<file path="src/inc/wwd_pkg.sv">
// Constants and types for the window watchdog with reset and arm gating.
// =============================================================================
// =============================================================================
package wwd_pkg;

   // =========================================================================
   // Timing
   // =========================================================================
   localparam int unsigned CLOCK_HZ          = 20000000;
   localparam int unsigned RESET_PULSE_US    = 1000;
   localparam int unsigned RESET_PULSE_COUNT = RESET_PULSE_US * (CLOCK_HZ / 1000000);
   localparam int unsigned WINDOW_MIN_US     = 10000;
   localparam int unsigned WINDOW_MAX_US     = 20000;
   localparam int unsigned POWER_ON_US       = 2000;
   localparam int unsigned WINDOW_MIN_COUNT  = WINDOW_MIN_US * (CLOCK_HZ / 1000000);
   localparam int unsigned WINDOW_MAX_COUNT  = WINDOW_MAX_US * (CLOCK_HZ / 1000000);
   localparam int unsigned POWER_ON_COUNT    = POWER_ON_US * (CLOCK_HZ / 1000000);
   localparam int unsigned TIMER_WIDTH       = 24;

   // =========================================================================
   // Reset values and encodings
   // =========================================================================
   localparam logic        ERROR_FLAG_RESET  = 1'h0;
   localparam logic        LOCKOUT_RESET     = 1'h0;
   localparam logic        POLARITY_RESET    = 1'h0;

   // Refresh state machine states.
   typedef enum logic [1:0]
   {
      WWD_IDLE     = 2'b00,
      WWD_ACTIVE   = 2'b01,
      WWD_OVERRIDE = 2'b10,
      WWD_TEST     = 2'b11
   } wwd_state_t;

endpackage : wwd_pkg

</file>
<file path="src/hw/wwd_pulse_timer.sv">
// Reloadable down counter that holds a busy level for a set number of cycles.
`timescale 1ns/1ns
module wwd_pulse_timer
#(
   parameter int unsigned WIDTH = 24
)
(
   // Clock and reset
   input  wire logic             clock,
   input  wire logic             resetn,
   // Control
   input  wire logic             start,
   input  wire logic [WIDTH-1:0] load,
   // Status
   output logic                  busy
);

   logic [WIDTH-1:0] count;

   // =========================================================================
   // Counter
   // =========================================================================
   // A start reloads the count; busy stays high until it runs out.
   always_ff @(posedge clock or negedge resetn)
   begin
      if (!resetn)
      begin
         count <= '0;
      end
      else if (start)
      begin
         count <= load;
      end
      else if (count != '0)
      begin
         count <= count - WIDTH'(1);
      end
   end

   assign busy = (count != '0);

endmodule : wwd_pulse_timer

</file>
<file path="src/hw/wwd_watchdog.sv">
// Window watchdog: reset generation, refresh checking and deploy output gating.
`timescale 1ns/1ns
module wwd_watchdog
#(
   parameter int unsigned POWER_ON_CYCLES   = wwd_pkg::POWER_ON_COUNT,
   parameter int unsigned WINDOW_MIN_CYCLES = wwd_pkg::WINDOW_MIN_COUNT,
   parameter int unsigned WINDOW_MAX_CYCLES = wwd_pkg::WINDOW_MAX_COUNT,
   parameter int unsigned RESET_CYCLES      = wwd_pkg::RESET_PULSE_COUNT,
   parameter logic        HIGH_POLARITY     = 1'h1
)
(
   // Clock and reset
   input  wire logic clock,
   input  wire logic resetn,
   // Reset sources, active high when demanding reset (asynchronous)
   input  wire logic main_supply_fault,
   input  wire logic core_supply_fault,
   input  wire logic open_ground_fault,
   input  wire logic bandgap_fault,
   input  wire logic analog_reset,
   input  wire logic safing_fsm_reset,
   input  wire logic refresh_fsm_reset,
   // Host commands from logic on this clock; polarity and arm are levels, the others one-cycle pulses
   input  wire logic refresh_command,
   input  wire logic refresh_polarity,
   input  wire logic lockout_bypass_test_command,
   input  wire logic override_request,
   input  wire logic arm_request,
   // Outputs
   output logic      reset_out_n,
   output logic      core_reset,
   output logic      watchdog_error_flag,
   output logic      deploy_lockout,
   output logic      deploy_enable_pos,
   output logic      deploy_enable_neg,
   output logic      deploy_enable_oe,
   output logic [1:0] watchdog_state
);

   // =========================================================================
   // Reset release and input synchronisers
   // =========================================================================
   logic       rst_meta;
   logic       rst_sync;
   logic [6:0] sync_a;
   logic [6:0] sync_b;
   logic [6:0] raw_in;

   // Release the asynchronous reset through two flip-flops.
   always_ff @(posedge clock or negedge resetn)
   begin
      if (!resetn)
      begin
         rst_meta <= 1'h0;
         rst_sync <= 1'h0;
      end
      else
      begin
         rst_meta <= 1'h1;
         rst_sync <= rst_meta;
      end
   end

   assign raw_in = {main_supply_fault, core_supply_fault, open_ground_fault, bandgap_fault,
                    analog_reset, safing_fsm_reset, refresh_fsm_reset};

   // Pins pass two flip-flops; only the second stage is read.
   always_ff @(posedge clock or negedge rst_sync)
   begin
      if (!rst_sync)
      begin
         sync_a <= 7'h7F;
         sync_b <= 7'h7F;
      end
      else
      begin
         sync_a <= raw_in;
         sync_b <= sync_a;
      end
   end

   logic s_main;
   logic s_core;
   logic s_gnd;
   logic s_bg;
   logic s_analog;
   logic s_safing;
   logic s_wsm;
   assign {s_main, s_core, s_gnd, s_bg, s_analog, s_safing, s_wsm} = sync_b;

   // =========================================================================
   // Power-on delay
   // =========================================================================
   logic [wwd_pkg::TIMER_WIDTH-1:0] por_count;
   logic                            por_done;

   // power-on delay
   // The delay restarts whenever the main supply leaves its valid range.
   always_ff @(posedge clock or negedge rst_sync)
   begin
      if (!rst_sync)
      begin
         por_count <= '0;
         por_done  <= 1'h0;
      end
      else if (s_main)
      begin
         por_count <= '0;
         por_done  <= 1'h0;
      end
      else if (por_count >= wwd_pkg::TIMER_WIDTH'(POWER_ON_CYCLES - 1))
      begin
         por_done <= 1'h1;
      end
      else
      begin
         por_count <= por_count + wwd_pkg::TIMER_WIDTH'(1);
      end
   end

   // =========================================================================
   // Refresh window checking
   // =========================================================================
   wwd_pkg::wwd_state_t             state;
   wwd_pkg::wwd_state_t             next_state;
   logic [wwd_pkg::TIMER_WIDTH-1:0] window_count;
   logic                            last_polarity;
   logic                            test_armed;
   logic                            refresh_ok;
   logic                            refresh_bad;
   logic                            timeout;
   logic                            wd_error;
   logic                            wd_reset_busy;
   logic                            wsm_clear;
   logic                            running;

   // The refresh machine and its flags only run while reset is released.
   assign wsm_clear = s_wsm || !por_done;
   assign running   = (state != wwd_pkg::WWD_IDLE);

   // error detection
   // Polarity must alternate and the gap must sit inside the window.
   assign refresh_ok  = refresh_command && (refresh_polarity != last_polarity)
                        && (window_count > wwd_pkg::TIMER_WIDTH'(WINDOW_MIN_CYCLES))
                        && (window_count < wwd_pkg::TIMER_WIDTH'(WINDOW_MAX_CYCLES));
   assign refresh_bad = refresh_command && !refresh_ok;
   assign timeout     = (window_count >= wwd_pkg::TIMER_WIDTH'(WINDOW_MAX_CYCLES));
   assign wd_error    = running && (state != wwd_pkg::WWD_OVERRIDE)
                        && (refresh_bad || timeout);

   // Time since the last refresh; restarts on every refresh command.
   always_ff @(posedge clock or negedge rst_sync)
   begin
      if (!rst_sync)
      begin
         window_count  <= '0;
         last_polarity <= wwd_pkg::POLARITY_RESET;
      end
      else if (wsm_clear)
      begin
         window_count  <= '0;
         last_polarity <= wwd_pkg::POLARITY_RESET;
      end
      else if (refresh_command)
      begin
         window_count  <= '0;
         last_polarity <= refresh_polarity;
      end
      // A missed refresh is one failure; a new window starts at once, so one
      // timeout gives one reset pulse and cannot spill into the next state.
      else if (timeout)
      begin
         window_count <= '0;
      end
      else if (running)
      begin
         window_count <= window_count + wwd_pkg::TIMER_WIDTH'(1);
      end
   end

   always_comb
   begin
      next_state = state;
      case (state)
         wwd_pkg::WWD_IDLE:
         begin
            if (override_request)
               next_state = wwd_pkg::WWD_OVERRIDE;
            else if (refresh_command)
               next_state = wwd_pkg::WWD_ACTIVE;
         end
         wwd_pkg::WWD_ACTIVE:
         begin
            if (lockout_bypass_test_command)
               next_state = wwd_pkg::WWD_TEST;
         end
         wwd_pkg::WWD_TEST:
         begin
            if (refresh_command || wd_error)
               next_state = wwd_pkg::WWD_ACTIVE;
         end
         wwd_pkg::WWD_OVERRIDE:
         begin
            next_state = wwd_pkg::WWD_OVERRIDE;
         end
         default:
         begin
            next_state = wwd_pkg::WWD_IDLE;
         end
      endcase
   end

   always_ff @(posedge clock or negedge rst_sync)
   begin
      if (!rst_sync)
      begin
         state <= wwd_pkg::WWD_IDLE;
      end
      else if (wsm_clear)
      begin
         state <= wwd_pkg::WWD_IDLE;
      end
      else
      begin
         state <= next_state;
      end
   end

   assign test_armed = (state == wwd_pkg::WWD_TEST);

   wwd_pulse_timer #(.WIDTH(wwd_pkg::TIMER_WIDTH)) u_reset_pulse
   (
      .clock  (clock),
      .resetn (rst_sync),
      .start  (wd_error),
      .load   (wwd_pkg::TIMER_WIDTH'(RESET_CYCLES)),
      .busy   (wd_reset_busy)
   );

   always_ff @(posedge clock or negedge rst_sync)
   begin
      if (!rst_sync)
      begin
         watchdog_error_flag <= wwd_pkg::ERROR_FLAG_RESET;
      end
      else if (wsm_clear)
      begin
         watchdog_error_flag <= wwd_pkg::ERROR_FLAG_RESET;
      end
      else if (wd_error)
      begin
         watchdog_error_flag <= 1'h1;
      end
      else if (refresh_ok)
      begin
         watchdog_error_flag <= 1'h0;
      end
   end

   // =========================================================================
   // Reset outputs
   // =========================================================================
   logic system_reset;

   assign system_reset = !por_done || s_core || s_gnd || s_bg || wd_error || wd_reset_busy;

   always_ff @(posedge clock or negedge rst_sync)
   begin
      if (!rst_sync)
      begin
         reset_out_n <= 1'h0;
         core_reset  <= 1'h1;
      end
      else
      begin
         reset_out_n <= !system_reset;
         core_reset  <= s_core || s_bg || s_gnd;
      end
   end

   always_ff @(posedge clock or negedge rst_sync)
   begin
      if (!rst_sync)
      begin
         deploy_lockout <= wwd_pkg::LOCKOUT_RESET;
      end
      else if (wsm_clear)
      begin
         deploy_lockout <= wwd_pkg::LOCKOUT_RESET;
      end
      else if (wd_error && (state == wwd_pkg::WWD_ACTIVE) && !test_armed)
      begin
         deploy_lockout <= 1'h1;
      end
   end

   // =========================================================================
   // Arming gate
   // =========================================================================
   logic pass_arm;

   assign pass_arm = (state == wwd_pkg::WWD_OVERRIDE)
                     || ((state == wwd_pkg::WWD_ACTIVE) && !s_safing && !deploy_lockout
                         && !system_reset);

   always_ff @(posedge clock or negedge rst_sync)
   begin
      if (!rst_sync)
      begin
         deploy_enable_oe  <= 1'h0;
         deploy_enable_pos <= 1'h0;
         deploy_enable_neg <= 1'h1;
         watchdog_state    <= 2'h0;
      end
      else
      begin
         deploy_enable_oe  <= pass_arm && !s_analog;
         deploy_enable_pos <= arm_request;
         deploy_enable_neg <= !arm_request;
         watchdog_state    <= next_state;
      end
   end
endmodule : wwd_watchdog

</file>
<file path="config.mk">
export PLATFORM = sky130hd
export DESIGN_NAME = wwd_watchdog
export DESIGN_NICKNAME = d
export VERILOG_FILES = /design/src/inc/wwd_pkg.sv /design/src/hw/wwd_pulse_timer.sv /design/src/hw/wwd_watchdog.sv
export SDC_FILE = /design/constraint.sdc
export NUM_CORES = 1
export LEC_CHECK = 0
export BUFFER_PORTS_ARGS = -buffer_cell sky130_fd_sc_hd__buf_2
export CAP_MARGIN = 15
export CORE_MARGIN = 8
export CORE_UTILIZATION = 65
export DETAILED_ROUTE_END_ITERATION = 16
export GPL_TIMING_DRIVEN = 0
export PLACE_DENSITY = 0.9
export SLEW_MARGIN = 30
export SYNTH_ARGS = -nofsm -noshare
export SYNTH_HDL_FRONTEND = slang
export SYNTH_SLANG_ARGS = --single-unit
</file>
<file path="constraint.sdc">
create_clock -name clock -period 7.4 [get_ports clock]
set_input_delay 0.37 -clock clock [delete_from_list [all_inputs] [get_ports clock]]
set_output_delay 0.37 -clock clock [all_outputs]
set_load 0.05 [all_outputs]
</file>
## Word level (Yosys, flattened, before mapping)

Index checks and enable logic that the tools add are counted.

- Add/subtract/negate cells: 3
- Muxes and demuxes: 23
- Equal/unequal tests: 6
- Reduce and logical (&&, ||, !) cells: 40
- $lt $le $gt $ge: 4

Operators by type and width:

| operator | count |
|---|---|
| $mux 24 | 8 |
| $add 24x1->24 const B | 2 |
| $ge 24x16->1 const B | 1 |
| $ge 24x19->1 const B | 1 |
| $gt 24x18->1 const B | 1 |
| $lt 24x19->1 const B | 1 |
| $reduce_bool 24->1 | 1 |
| $sub 24x1->24 const B | 1 |
| $logic_and 1x1->1 | 12 |
| $logic_or 1x1->1 | 11 |
| $mux 2 | 5 |
| $reduce_bool 2->1 | 5 |
| $mux 1 | 9 |
| $logic_not 1->1 | 8 |
| $pmux 2 s4 | 1 |
| $eq 2x2->1 const B | 2 |
| $ne 2x2->1 const B | 2 |
| $reduce_bool 4->1 | 1 |
| $reduce_bool 3->1 | 1 |
| $eq 2x1->1 const B | 1 |
| $logic_not 2->1 | 1 |
| $ne 1x1->1 | 1 |

- Word-level logic and storage cells: 94
- Input port bits: 14
- Flip-flop bits (word level): 101
- Output and inout port bits: 9

## Longest topological paths before layout

Gate-level depths: netlist (run 1).

- Depth in word-level cells: 14
- Mapped depth: 8
- Gate-level depth less buffers: 7

## By module

A second synthesis (run 1) with hierarchy kept.

- Cells, all modules: 459
- Area total of the unflattened synthesis: 4,789.6 um2

By module, submodules not included:

| module | sequential area each (um2) | instances | cells an instance | area an instance (um2) |
|---|---|---|---|---|
| wwd_watchdog | 1,946.9 | 1 | 297 | 3,280.6 |
| wwd_pulse_timer | 600.6 | 1 | 162 | 1,508.9 |

## Least setup slack after synthesis (run 1)

Ideal clock, no wire load.

- Path type: register to register
- From: register u_reset_pulse.count[8]
- To: register u_reset_pulse.count[11]
- Data required time: 7.264 ns
- Path slack: 4.744 ns
- Buffers on the path: 2
- Data arrival time: 2.519 ns
- Period minus slack after synthesis: 2.656 ns
- Stages on the path, launching flop included: 8
- Library setup time: 0.136 ns
- Path through: dfrtp_1 -> or4_1 -> buf_2 -> or4_1 -> buf_2 -> o31ai_2 -> nor3_1 -> or3b_2

- Cells in the longest elaborated chain, start to end: 3

RTL lines:

| item | line | text |
|---|---|---|
| start: declaration | wwd_pulse_timer.sv:18 | `logic [WIDTH-1:0] count;` |
| start signal: assignment | wwd_pulse_timer.sv:32 | `count <= load;` |
| start signal: assignment | wwd_pulse_timer.sv:36 | `count <= count - WIDTH'(1);` |
| $sub 24x1->24 | wwd_pulse_timer.sv:36 |  |
| $mux 24 | wwd_pulse_timer.sv:34 | `else if (count != '0)` |
| $mux 24 | wwd_pulse_timer.sv:30 | `else if (start)` |

Parallel ways exist; a longest one is shown, timed or not. The select of a mux whose other input is x is not followed.
A chain may end at the register's enable or synchronous reset.

## Worst setup path in the final report (run 1)

- From: register window_count[13] (netlist bit)
- To: register u_reset_pulse.count[12]

- Cells in the longest elaborated chain, start to end: 8

RTL lines:

| item | line | text |
|---|---|---|
| start: declaration | wwd_watchdog.sv:126 | `logic [wwd_pkg::TIMER_WIDTH-1:0] window_count;` |
| start signal: assignment | wwd_watchdog.sv:177 | `window_count <= window_count + wwd_pkg::TIMER_WIDTH'(1);` |
| $gt 24x18->1 | wwd_watchdog.sv:144 | `&& (window_count > wwd_pkg::TIMER_WIDTH'(WINDOW_MIN_CYCLES))` |
| $logic_and 1x1->1 | wwd_watchdog.sv:144 |  |
| $logic_and 1x1->1 | wwd_watchdog.sv:145 | `&& (window_count < wwd_pkg::TIMER_WIDTH'(WINDOW_MAX_CYCLES));` |
| $logic_not 1->1 | wwd_watchdog.sv:146 | `assign refresh_bad = refresh_command && !refresh_ok;` |
| $logic_and 1x1->1 | wwd_watchdog.sv:146 |  |
| $logic_or 1x1->1 (*) | wwd_watchdog.sv:149 | `&& (refresh_bad \|\| timeout);` |
| $logic_and 1x1->1 (*) | wwd_watchdog.sv:149 |  |
| $mux 24 / $reduce_bool 2->1 (equally long branches) | -- |  |

Mark *: on every way between the ends. The rest lies on a longest branch, timed or not.

==> results.md, run 1 <==
* First-pass GRT wire length at 15200 um
* XOR/XNOR Fraction of Synth Area at 7.13%
* Final Hold Viols at 0
* Vias in the first global route at 3364
* ANT nets after route at 0
* Root Buffer: clkbuf_8
* Worst vdd ir at 161 uV
* Chip Width at 99.6 um
* Post-Synth Simple-Gate Area at 21.0%
* Async S/R FF share, synth at 100%
* Setup crit start kind: register
* Yosys cell types at 56
* Lkg Pwr at 2.09 nW
* Post-DP HPWL at 6140 um
* Setup TNS at 0 ns
* DR pass1 iterations at 4
* Setup crit end kind: register
* DR vias at 3421
* Synth Area in Adders at 1.10%
* Final core occ at 74.1%
* Final WL at 8780 um
* GRT Total Usage at 18.9%
* Tcrit/Tclk final at 40.4%
* Synth Area per Inst at 10.6 um^2
* Die height at 99.6 um
* Starting Density at 66.9%
* Max Clock Freq at 335 MHz
* Setup Skew at 0.0105 ns
* Clock tree buffer depth at 2
* Layout Area Growth over Synthesis at 10.8%
* Status: complete, no violations
* CTS clk-pin slew, worst paths at 0.09 ns
* Number of synthesized flops with an enable pin at 0
* Crit path kind: register to register
* Initial antenna violation count at 0
* Post-synthesis compound-gate area fraction at 11.3%
* Worst path cell trace: or4_1 > a2111o_1 > a221o_1 > a21oi_1 > clkbuf_1 > nor2_1
* N_diodes at 0
* H-tree levels at 3
* Slowest stage delay, CP at 0.55 ns
* RSZ-0062 raised after global routing: false
* Synth Flop Type: dfrtp_1
* Buf/Inv on CP at 1
* Largest net degree at the start of global routing at 43
* Most frequent cells in the layout: dfrtp_1, nor2_1, buf_2
* Worst EP required at 7.62 ns
* Die ar. at 9930 um^2
* Max-cap viol count at 0
* Clk sinks at 101
* Worst EP arrival at 3.21 ns
* Min cycle time layout at 2.99 ns
* DR DRC count at 0
* Via-to-Cell Ratio at 6.00
* Cell Rows at 30
* Post-layout net count at 487
* Largest family of logic cells by synthesized area: simple AND/OR/NAND/NOR gates
* CP top delay family: compound AO/OA/AOI/OAI gates
* Synthesized flop and latch total at 101
* Gr ovfl total at 0
* Syn. warnings at 0
* Hold WC Path Type: input pin to register
* RePlAce Congestion at 0.858
* Post-Syn Area at 4550 um^2
* Avg WL per Cell at 15.4 um
* Setup Fix Bufs, Post-CTS at 0
* IO Port Bufs at 22
* Crit-path slowest cell: or4_1
* # IOs at 23
* Slew HR at 34.4%
* Final setup violation count at 0
* Pwr dens at 187 nW/um^2
* Slew Limit Fails at 0
* Layout cell share with drive strength beyond 1 at 14.6%
* Initial DRC count at 182
* CTS tree: done
* TritonCTS Buffers at 9
* Skew-Pair Late Insertion Delay at 0.36 ns
* Synthesized instance count at 429
* Commonest non-fill, non-tap cell in the layout: dfrtp_1
* Register area share after synthesis at 56.0%
* Core ar. at 6790 um^2
* Crit Path Max Fanout at 10
* Mux contribution to synthesized area at 0.963%
* Actual slew at the worst max-slew pin at 0.975 ns
[timing repair]
item,4_1_cts,5_1_grt
hold buffers,1,0
endpoints found under the hold margin,2,0
resized for setup,0,0
[power breakdown]
group,internal [mW],switching [mW]
clock network,0.157,0.186
logic,0.00985,0.0218
registers,0.563,0.00530
[through the flow]
stage	setup WS [ns]	hold WS (ns)	power, mW	cell area, um^2	cells
finish	4.41	0.0969	0.944	5030	570
global route	4.30	0.0775	0.975	5030	570
CTS	4.42	0.0890	0.952	5030	570
detailed placement	4.45	0.157	0.611	4830	553
global placement	3.53	0.156	0.607	4790	551
floorplan	4.41	0.0744	0.597	4560	433
[Yosys cell counts (3+ instances only)]
cell / count / share of area [%]
dfrtp_1: 85 / 47
nor2_1: 59 / 4.9
a21oi_1: 21 / 2.3
xor2_1: 19 / 3.7
xnor2_1: 18 / 3.5
dfstp_2: 16 / 9.2
nand2_1: 16 / 1.3
nand3_1: 16 / 1.8
inv_1: 13 / 1.1
nor2b_1: 13 / 1.8
nor4_1: 13 / 1.8
clkbuf_1: 12 / 0.99
nand4_1: 9 / 1.2
o21ai_0: 9 / 0.99
or3_1: 9 / 1.2
or4_1: 9 / 1.5
nor3_1: 8 / 0.88
nand2b_1: 7 / 0.96
and3_1: 6 / 0.83
o31ai_1: 6 / 0.99
a2111oi_0: 5 / 0.96
a211oi_1: 5 / 0.83
ha_1: 4 / 1.1
mux2_2: 3 / 0.74
o211ai_1: 3 / 0.50
o21a_1: 3 / 0.50
o311ai_0: 3 / 0.58
[layout make-up]
| type | instances | area [um^2] |
|---|---|---|
| buffer | 14 | 55.1 |
| clock buffer | 10 | 128 |
| clock inverter | 6 | 61.3 |
| fill | 474 | 1760 |
| inverter | 13 | 48.8 |
| multi-input combinational | 305 | 1910 |
| sequential | 101 | 2550 |
| tap | 96 | 120 |
| timing repair buffer | 25 | 160 |
[worst paths after layout]
| path | end | cells past startpoint | start | slack [ns] |
|---|---|---|---|---|
| max | u_reset_pulse.count[12] | 6 | window_count[13] | 4.41 |
| min | sync_a[6] | 1 | main_supply_fault | 0.1 |
| max reg2reg | u_reset_pulse.count[12] | 6 | window_count[13] | 4.41 |
| min reg2reg | u_reset_pulse.count[23] | 0 | rst_sync | 0.19 |
| max in group asynchronous | sync_b[6] | 2 | rst_sync | 6.39 |
| min in group asynchronous | u_reset_pulse.count[23] | 0 | rst_sync | 0.19 |
[metal layers]
| metal | global-route usage (%) | up-vias | share of wire (%) |
|---|---|---|---|
| li1 | - | 1606 | - |
| met3 | 4.61 | 11 | 5.5 |
| met5 | 0 | - | 0 |
| met2 | 30.2 | 108 | 49 |
| met4 | 8.61 | 0 | 1.4 |
| met1 | 23.8 | 1696 | 45 |
[state kept, by name, summed over array words and instances (netlist names)]
| signal | cells |
|---|---|
| reset_out_n | 1 |
| sync_b | 7 |
| por_done | 1 |
| window_count | 24 |
| watchdog_state | 2 |
| deploy_enable_oe | 1 |
| rst_sync | 1 |
| deploy_enable_neg | 1 |
| state | 2 |
| por_count | 24 |
| last_polarity | 1 |
| core_reset | 1 |
| rst_meta | 1 |
| watchdog_error_flag | 1 |
| deploy_enable_pos | 1 |
| sync_a | 7 |
| u_reset_pulse.count | 24 |
| deploy_lockout | 1 |
[kinds of logic after synthesis]
logic type               after synthesis
AND/OR/NAND/NOR                      181
flip-flops                           101
AO/OA/AOI/OAI                         73
XOR/XNOR                              37
buffers and inverters                 27
adder cells (fa/ha/maj)                4
multiplexers                           4
other                                  2
(Power assumes the default switching activity.)
==> run 2: changes to the inputs <==
ABC_AREA = 1   (was unset)
CORE_UTILIZATION = 61   (was 65)
PLACE_DENSITY = 0.85   (was 0.9)
clock period = 3.1 ns   (was 7.4 ns; I/O delays follow)
==> run 2 against run 1 <==
Effect of this change:
- power grew to 2.9 times the previous value
- synthesized area is 13% higher
- first-iteration DRC count is 36% higher
- wire length is 17% higher
- core utilization is 3.9 points lower
- via count is 19% higher
- global-route usage is 0.51 points higher
- synthesized cell count is 43% higher
- sequential share of layout area is 6.2 points lower
- critical path depth is 3 higher
- critical path type unchanged
- largest cell class unchanged
==> results.md, run 2 <==
* Initial DRC count at 247
* Share of the synthesized area in the top cell type at 41.6%
* Skew-Pair Late Insertion Delay at 0.36 ns
* Layout cell share with drive strength beyond 1 at 19.5%
* CP top delay family: simple AND/OR/NAND/NOR gates
* GRT Total Usage at 19.4%
* Power Total at 2.72 mW
* Hold WC Path Type: input pin to register
* DP Area at 5420 um^2
* Setup crit start kind: register
* Root Buffer: clkbuf_8
* Worst path cell trace: ha_1 > nand3_1 > o211ai_1 > nand3_1 > nand2_1 > nand2_1 > inv_2 > nand2_1 > o31ai_1
* Design area at 5740 um^2
* Via-to-Cell Ratio at 5.27
* Clock tree buffer depth at 2
* Worst EP arrival at 2.18 ns
* Synthesized flop and latch total at 101
* Count leader, synth: nand2_1
* Slowest stage delay, CP at 0.42 ns
* Largest cells by area after synthesis: dfrtp_1, nand2_1, dfstp_2, nor2_1, inv_1
* Final setup violation count at 0
* Worst vdd ir at 274 uV
* Clk sinks at 101
* First-pass GRT wire length at 18300 um
* Max-cap viol count at 0
* Buf/Inv on CP at 1
* Final WL at 10300 um
* DR DRC count at 0
* Largest family of logic cells by synthesized area: simple AND/OR/NAND/NOR gates
* Core ar. at 8180 um^2
* XOR/XNOR Fraction of Synth Area at 3.25%
* Fillcell total at 632
* Vias in the first global route at 4202
* Final core occ at 70.2%
* Cell Rows at 33
* Yosys cell types at 47
* Die ar. at 11600 um^2
* Cts repair resizes at 0
* Pre-CTS setup slack at 1.20 ns
* N_diodes at 0
* Pwr dens at 474 nW/um^2
* Synth Area per Inst at 8.35 um^2
* Setup crit end kind: register
* Synth Flop Type: dfrtp_1
* Post-Syn Area at 5120 um^2
* Commonest non-fill, non-tap cell in the layout: nand2_1
* CTS clk-pin slew, worst paths at 0.09 ns
* Crit path kind: register to register
* Layout Area Growth over Synthesis at 12.2%
* DR vias at 4060
* Crit Path Max Fanout at 6
* Avg WL per Cell at 13.4 um
* RSZ-0062 raised after global routing: false
* Die height at 108 um
* Chip Width at 108 um
* Mux contribution to synthesized area at 0%
* Post-DP HPWL at 7590 um
* Min cycle time layout at 1.93 ns
* Initial antenna violation count at 0
* # IOs at 23
* Post-synthesis compound-gate area fraction at 5.80%
* Most used cell, CP: nand2_1
* Setup TNS at 0 ns
* Largest net degree at the start of global routing at 45
* Top post-synthesis cells by count: nand2_1, dfrtp_1, nor2_1
* Final Hold Viols at 0
* IO Port Bufs at 22
* Post-layout net count at 679
* CTS tree: done
* Setup Skew at 0.0106 ns
* Setup ws final at 1.17 ns
* Status: complete, no violations
* Register area share after synthesis at 49.8%
* Starting Density at 62.6%
* RePlAce Congestion at 0.926
* Most frequent cells in the layout: nand2_1, dfrtp_1, nor2_1
* Async S/R FF share, synth at 100%
* Syn. warnings at 0
* ANT nets after route at 0
* Synthesized instance count at 613
* Synth Area in Adders at 0.978%
* Crit-path slowest cell: dfrtp_1
* Post-Synth Simple-Gate Area at 31.0%
* Largest area contributor in the netlist: dfrtp_1
* Lkg Pwr at 2.75 nW
* Gr ovfl total at 0
* Worst EP required at 3.35 ns
* TritonCTS Buffers at 9
* H-tree levels at 3
* Top Registers: por_count: 24 flops, u_reset_pulse.count: 24 flops, window_count: 24 flops
* Tcrit/Tclk final at 62.3%
* DR pass1 iterations at 5
* Max Clock Freq at 518 MHz
* Number of synthesized flops with an enable pin at 0
* Slew Limit Fails at 0
run 2: repair_timing:
action / CTS / global route
endpoints found under the setup margin: 0 / 0
hold endpoints to repair: 11 / 0
hold buffers: 9 / 0
setup buffers: 0 / 0
run 2: report_power, final:
part / internal, mW / total [mW] / leakage (nW) / switching (mW)
logic: 0.100 / 0.282 / 1.35 / 0.182
clock network: 0.538 / 0.962 / 0.111 / 0.424
registers: 1.40 / 1.48 / 1.29 / 0.0733
total: 2.04 / 2.72 / 2.75 / 0.680
run 2: kinds of logic (layout without fill, tap and decap cells):
kind of cell,after synthesis,after routing
compound gates,52,52
xor+xnor,19,19
fa+ha+maj,4,4
buf+inv,115,164
flops,101,101
other cells,2,6
simple gates,320,320
run 2: layer usage:
| layer | part of all wire [%] | GRT usage, % | routed length, um |
|---|---|---|---|
| met4 | 1.8 | 8.92 | 185 |
| met5 | 0 | 0 | 0 |
| met1 | 43 | 23.4 | 4440 |
| met3 | 3.9 | 3.17 | 404 |
| met2 | 51 | 33.4 | 5270 |
run 2: path summary, 6_finish.rpt:
kind | from | end | slack (ns) | cells after the start
worst max-delay path | por_count[0] | por_count[14] | 1.17 | 9
worst min-delay path | refresh_command | last_polarity | 0.06 | 3
worst max register to register | por_count[0] | por_count[14] | 1.17 | 9
worst min register to register | rst_sync | por_count[7] | 0.18 | 0
max in group asynchronous | rst_sync | sync_b[2] | 2.08 | 2
min in group asynchronous | resetn | rst_sync | 0.11 | 2
run 2: cell type report:
cell class / count / area, um^2 / share of cell area [%]
Inverter: 108 / 408 / 7.11
Timing Repair Buffer: 33 / 240 / 4.19
Clock buffer: 12 / 135 / 2.35
Buffer: 7 / 55.1 / 0.959
Clock inverter: 4 / 97.6 / 1.70
Tap cell: 105 / 131 / 2.29
Sequential cell: 101 / 2550 / 44.5
Multi-Input combinational cell: 401 / 2120 / 37.0
run 2: stage by stage:
step	cells	hold WS (ns)
6_report	771	0.0621
3_5_place_dp	746	-0.0573
5_1_grt	771	0.0751
4_1_cts	771	0.0535
3_3_place_gp	744	-0.0596
2_1_floorplan	617	-0.141
run 2: worst min-delay path, stage by stage:
cell	delay, ns
buf_2	0.11
nand2_1	0.06
a21oi_1	0.05
==> run 3: changes to the inputs <==
ABC_AREA = 0   (was 1)
clock period = 1.95 ns   (was 3.1 ns; I/O delays follow)
==> run 3 against run 2 <==
Effect of this change:
- the flow now finishes with violations (negative setup slack)
- worst setup slack got worse by 1.9 ns
- global-route usage increased by 4.8 points
- die area decreased by 9.5%
- first-iteration DRC count increased by 95%
- highest routed layer unchanged
- critical endpoint is now u_reset_pulse.count[23]
- power increased by 37%
- clock power increased by 42%
- core utilization increased by 17 points
- via count increased by 3.9%
- critical path depth decreased by 3
==> results.md, run 3 (synthesis results as in run 1) <==
* Pwr dens at 591 nW/um^2
* First-pass GRT wire length at 19600 um
* CTS tree: done
* Worst EP arrival at 2.99 ns
* Final WL at 15300 um
* Starting Density at 62.7%
* H-tree levels at 3
* DR DRC count at 0
* DR vias at 4219
* Die height at 102 um
* ANT nets after route at 0
* Clk sinks at 101
* Status: finished, violations left
* Tcrit/Tclk final at 137%
* Most used cell, CP: or4_4
* Failing checks: negative setup slack
* # IOs at 23
* Worst EP required at 2.28 ns
* Dpl cells at 556
* Worst path cell trace: or4_4 > or4_4 > or3_4 > buf_6 > or4_4 > a21oi_2
* Final hold slack at 0.00227 ns
* Vias in the first global route at 4032
* Core ar. at 7250 um^2
* Setup Skew at 0.0131 ns
* Slew Limit Fails at 0
* Root Buffer: clkbuf_8
* Chip Width at 102 um
* Max Clock Freq at 375 MHz
* Avg WL per Cell at 24.2 um
* Crit-path slowest cell: or4_4
* Layout Area Growth over Synthesis at 38.5%
* Layout cell share with drive strength beyond 1 at 40.2%
* Final core occ at 86.8%
* Setup ws final at -0.714 ns
* Initial antenna violation count at 0
* Cell Rows at 31
* Crit path kind: register to register
* Setup crit start kind: register
* Commonest non-fill, non-tap cell in the layout: dfrtp_1
* Lkg Pwr at 2.49 nW
* Actual slew at the worst max-slew pin at 0.733 ns
* Min cycle time layout at 2.66 ns
* Skew-Pair Late Insertion Delay at 0.40 ns
* Pre-CTS setup slack at -0.742 ns
* Clock tree buffer depth at 2
* Most frequent cells in the layout: dfrtp_1, nor2_1, buf_4
* Worst vdd ir at 485 uV
* Largest net degree at the start of global routing at 52
* Max-cap viol count at 0
* Fin cells at 631
* Setup crit end kind: register
* Post-DP HPWL at 6470 um
* Via-to-Cell Ratio at 6.69
* TritonCTS Buffers at 9
* Final Hold Viols at 0
* Initial DRC count at 482
* Gr ovfl total at 0
* IO Port Bufs at 22
* Crit Path Max Fanout at 5
* N_diodes at 0
* Hold WC Path Type: input pin to asynchronous set/reset pin
* RSZ-0062 raised after global routing: true
* Final setup violation count at 64
* RePlAce Congestion at 0.862
* Die ar. at 10500 um^2
* DR pass1 iterations at 4
* CTS clk-pin slew, worst paths at 0.11 ns
* Slew HR at 51.1%
* GRT Total Usage at 24.2%
* Post-layout net count at 545
* Slowest stage delay, CP at 0.53 ns
* Power Total at 3.72 mW
* Top Registers: por_count: 24 flops, u_reset_pulse.count: 24 flops, window_count: 24 flops
run 3: changes by cell type in the layout (fill, tap and decap cells not counted), moves of 9 or more:
cell,before,now
xnor2_1,2,16
a21oi_1,14,5
nand3_1,47,15
inv_2,32,0
a21oi_2,1,13
nor3_1,13,4
nor2b_1,0,13
buf_6,2,21
buf_4,0,27
inv_1,75,13
nand2_1,118,14
nor2_1,76,35
o21ai_1,11,0
run 3: final timing paths:
check | start | to | slack, ns | cells after the start
setup / recovery | u_reset_pulse.count[9] | u_reset_pulse.count[23] | -0.71 | 6
hold / removal | resetn | rst_sync | 0.002 | 2
setup reg to reg | u_reset_pulse.count[9] | u_reset_pulse.count[23] | -0.71 | 6
hold reg to reg | rst_sync | u_reset_pulse.count[21] | 0.32 | 1
max in group asynchronous | rst_sync | sync_b[6] | 1.04 | 2
min in group clock | lockout_bypass_test_command | watchdog_state[1] | 0.12 | 3
run 3: per-layer routing:
metal	share of wire (%)	vias to the layer above	track usage (%)
met5	0	-	0
met4	5.7	0	12.1
met3	8.2	81	5.25
met2	51	298	41.5
met1	35	2120	28.0
li1	-	1720	-
run 3: layout make-up:
| cell class | instances | area, um^2 |
|---|---|---|
| fillers | 301 | 957 |
| clock inverters | 6 | 62.6 |
| flip-flops and latches | 101 | 2550 |
| well taps | 99 | 124 |
| clock buffers | 10 | 138 |
| plain buffers | 12 | 83.8 |
| repair buffers | 85 | 749 |
| multi-input cells | 305 | 2540 |
| inverters | 13 | 48.8 |
run 3: metrics by stage:
stage	TNS, ns	area (um^2)
floorplan	-8.22	4700
global placement	-32.47	4930
CTS	-14.86	5820
detailed placement	-18.98	4990
finish	-23.48	6300
global route	-27.32	6300
run 3: what timing repair did:
action,in CTS,in global routing
pin swaps,30,36
cloned,2,0
endpoints found under the hold margin,13,0
hold buffers,11,0
buffers inserted,30,25
gates resized for setup,64,83
endpoints found under the setup margin,58,65
run 3: power by group:
part | leakage, nW | switching (mW) | total [mW] | internal [mW]
Clock | 0.102 | 0.836 | 1.37 | 0.533
Combinational | 1.11 | 0.119 | 0.193 | 0.0736
Sequential | 1.27 | 0.0197 | 2.16 | 2.14
Total | 2.49 | 0.975 | 3.72 | 2.75
run 3: worst max-delay path: cells and delay by family, from the launching register on:
kind / cells / cell delay, ns
simple gates: 4 / 1.86
flops: 1 / 0.45
compound gates: 1 / 0.14
buf+inv: 1 / 0.14
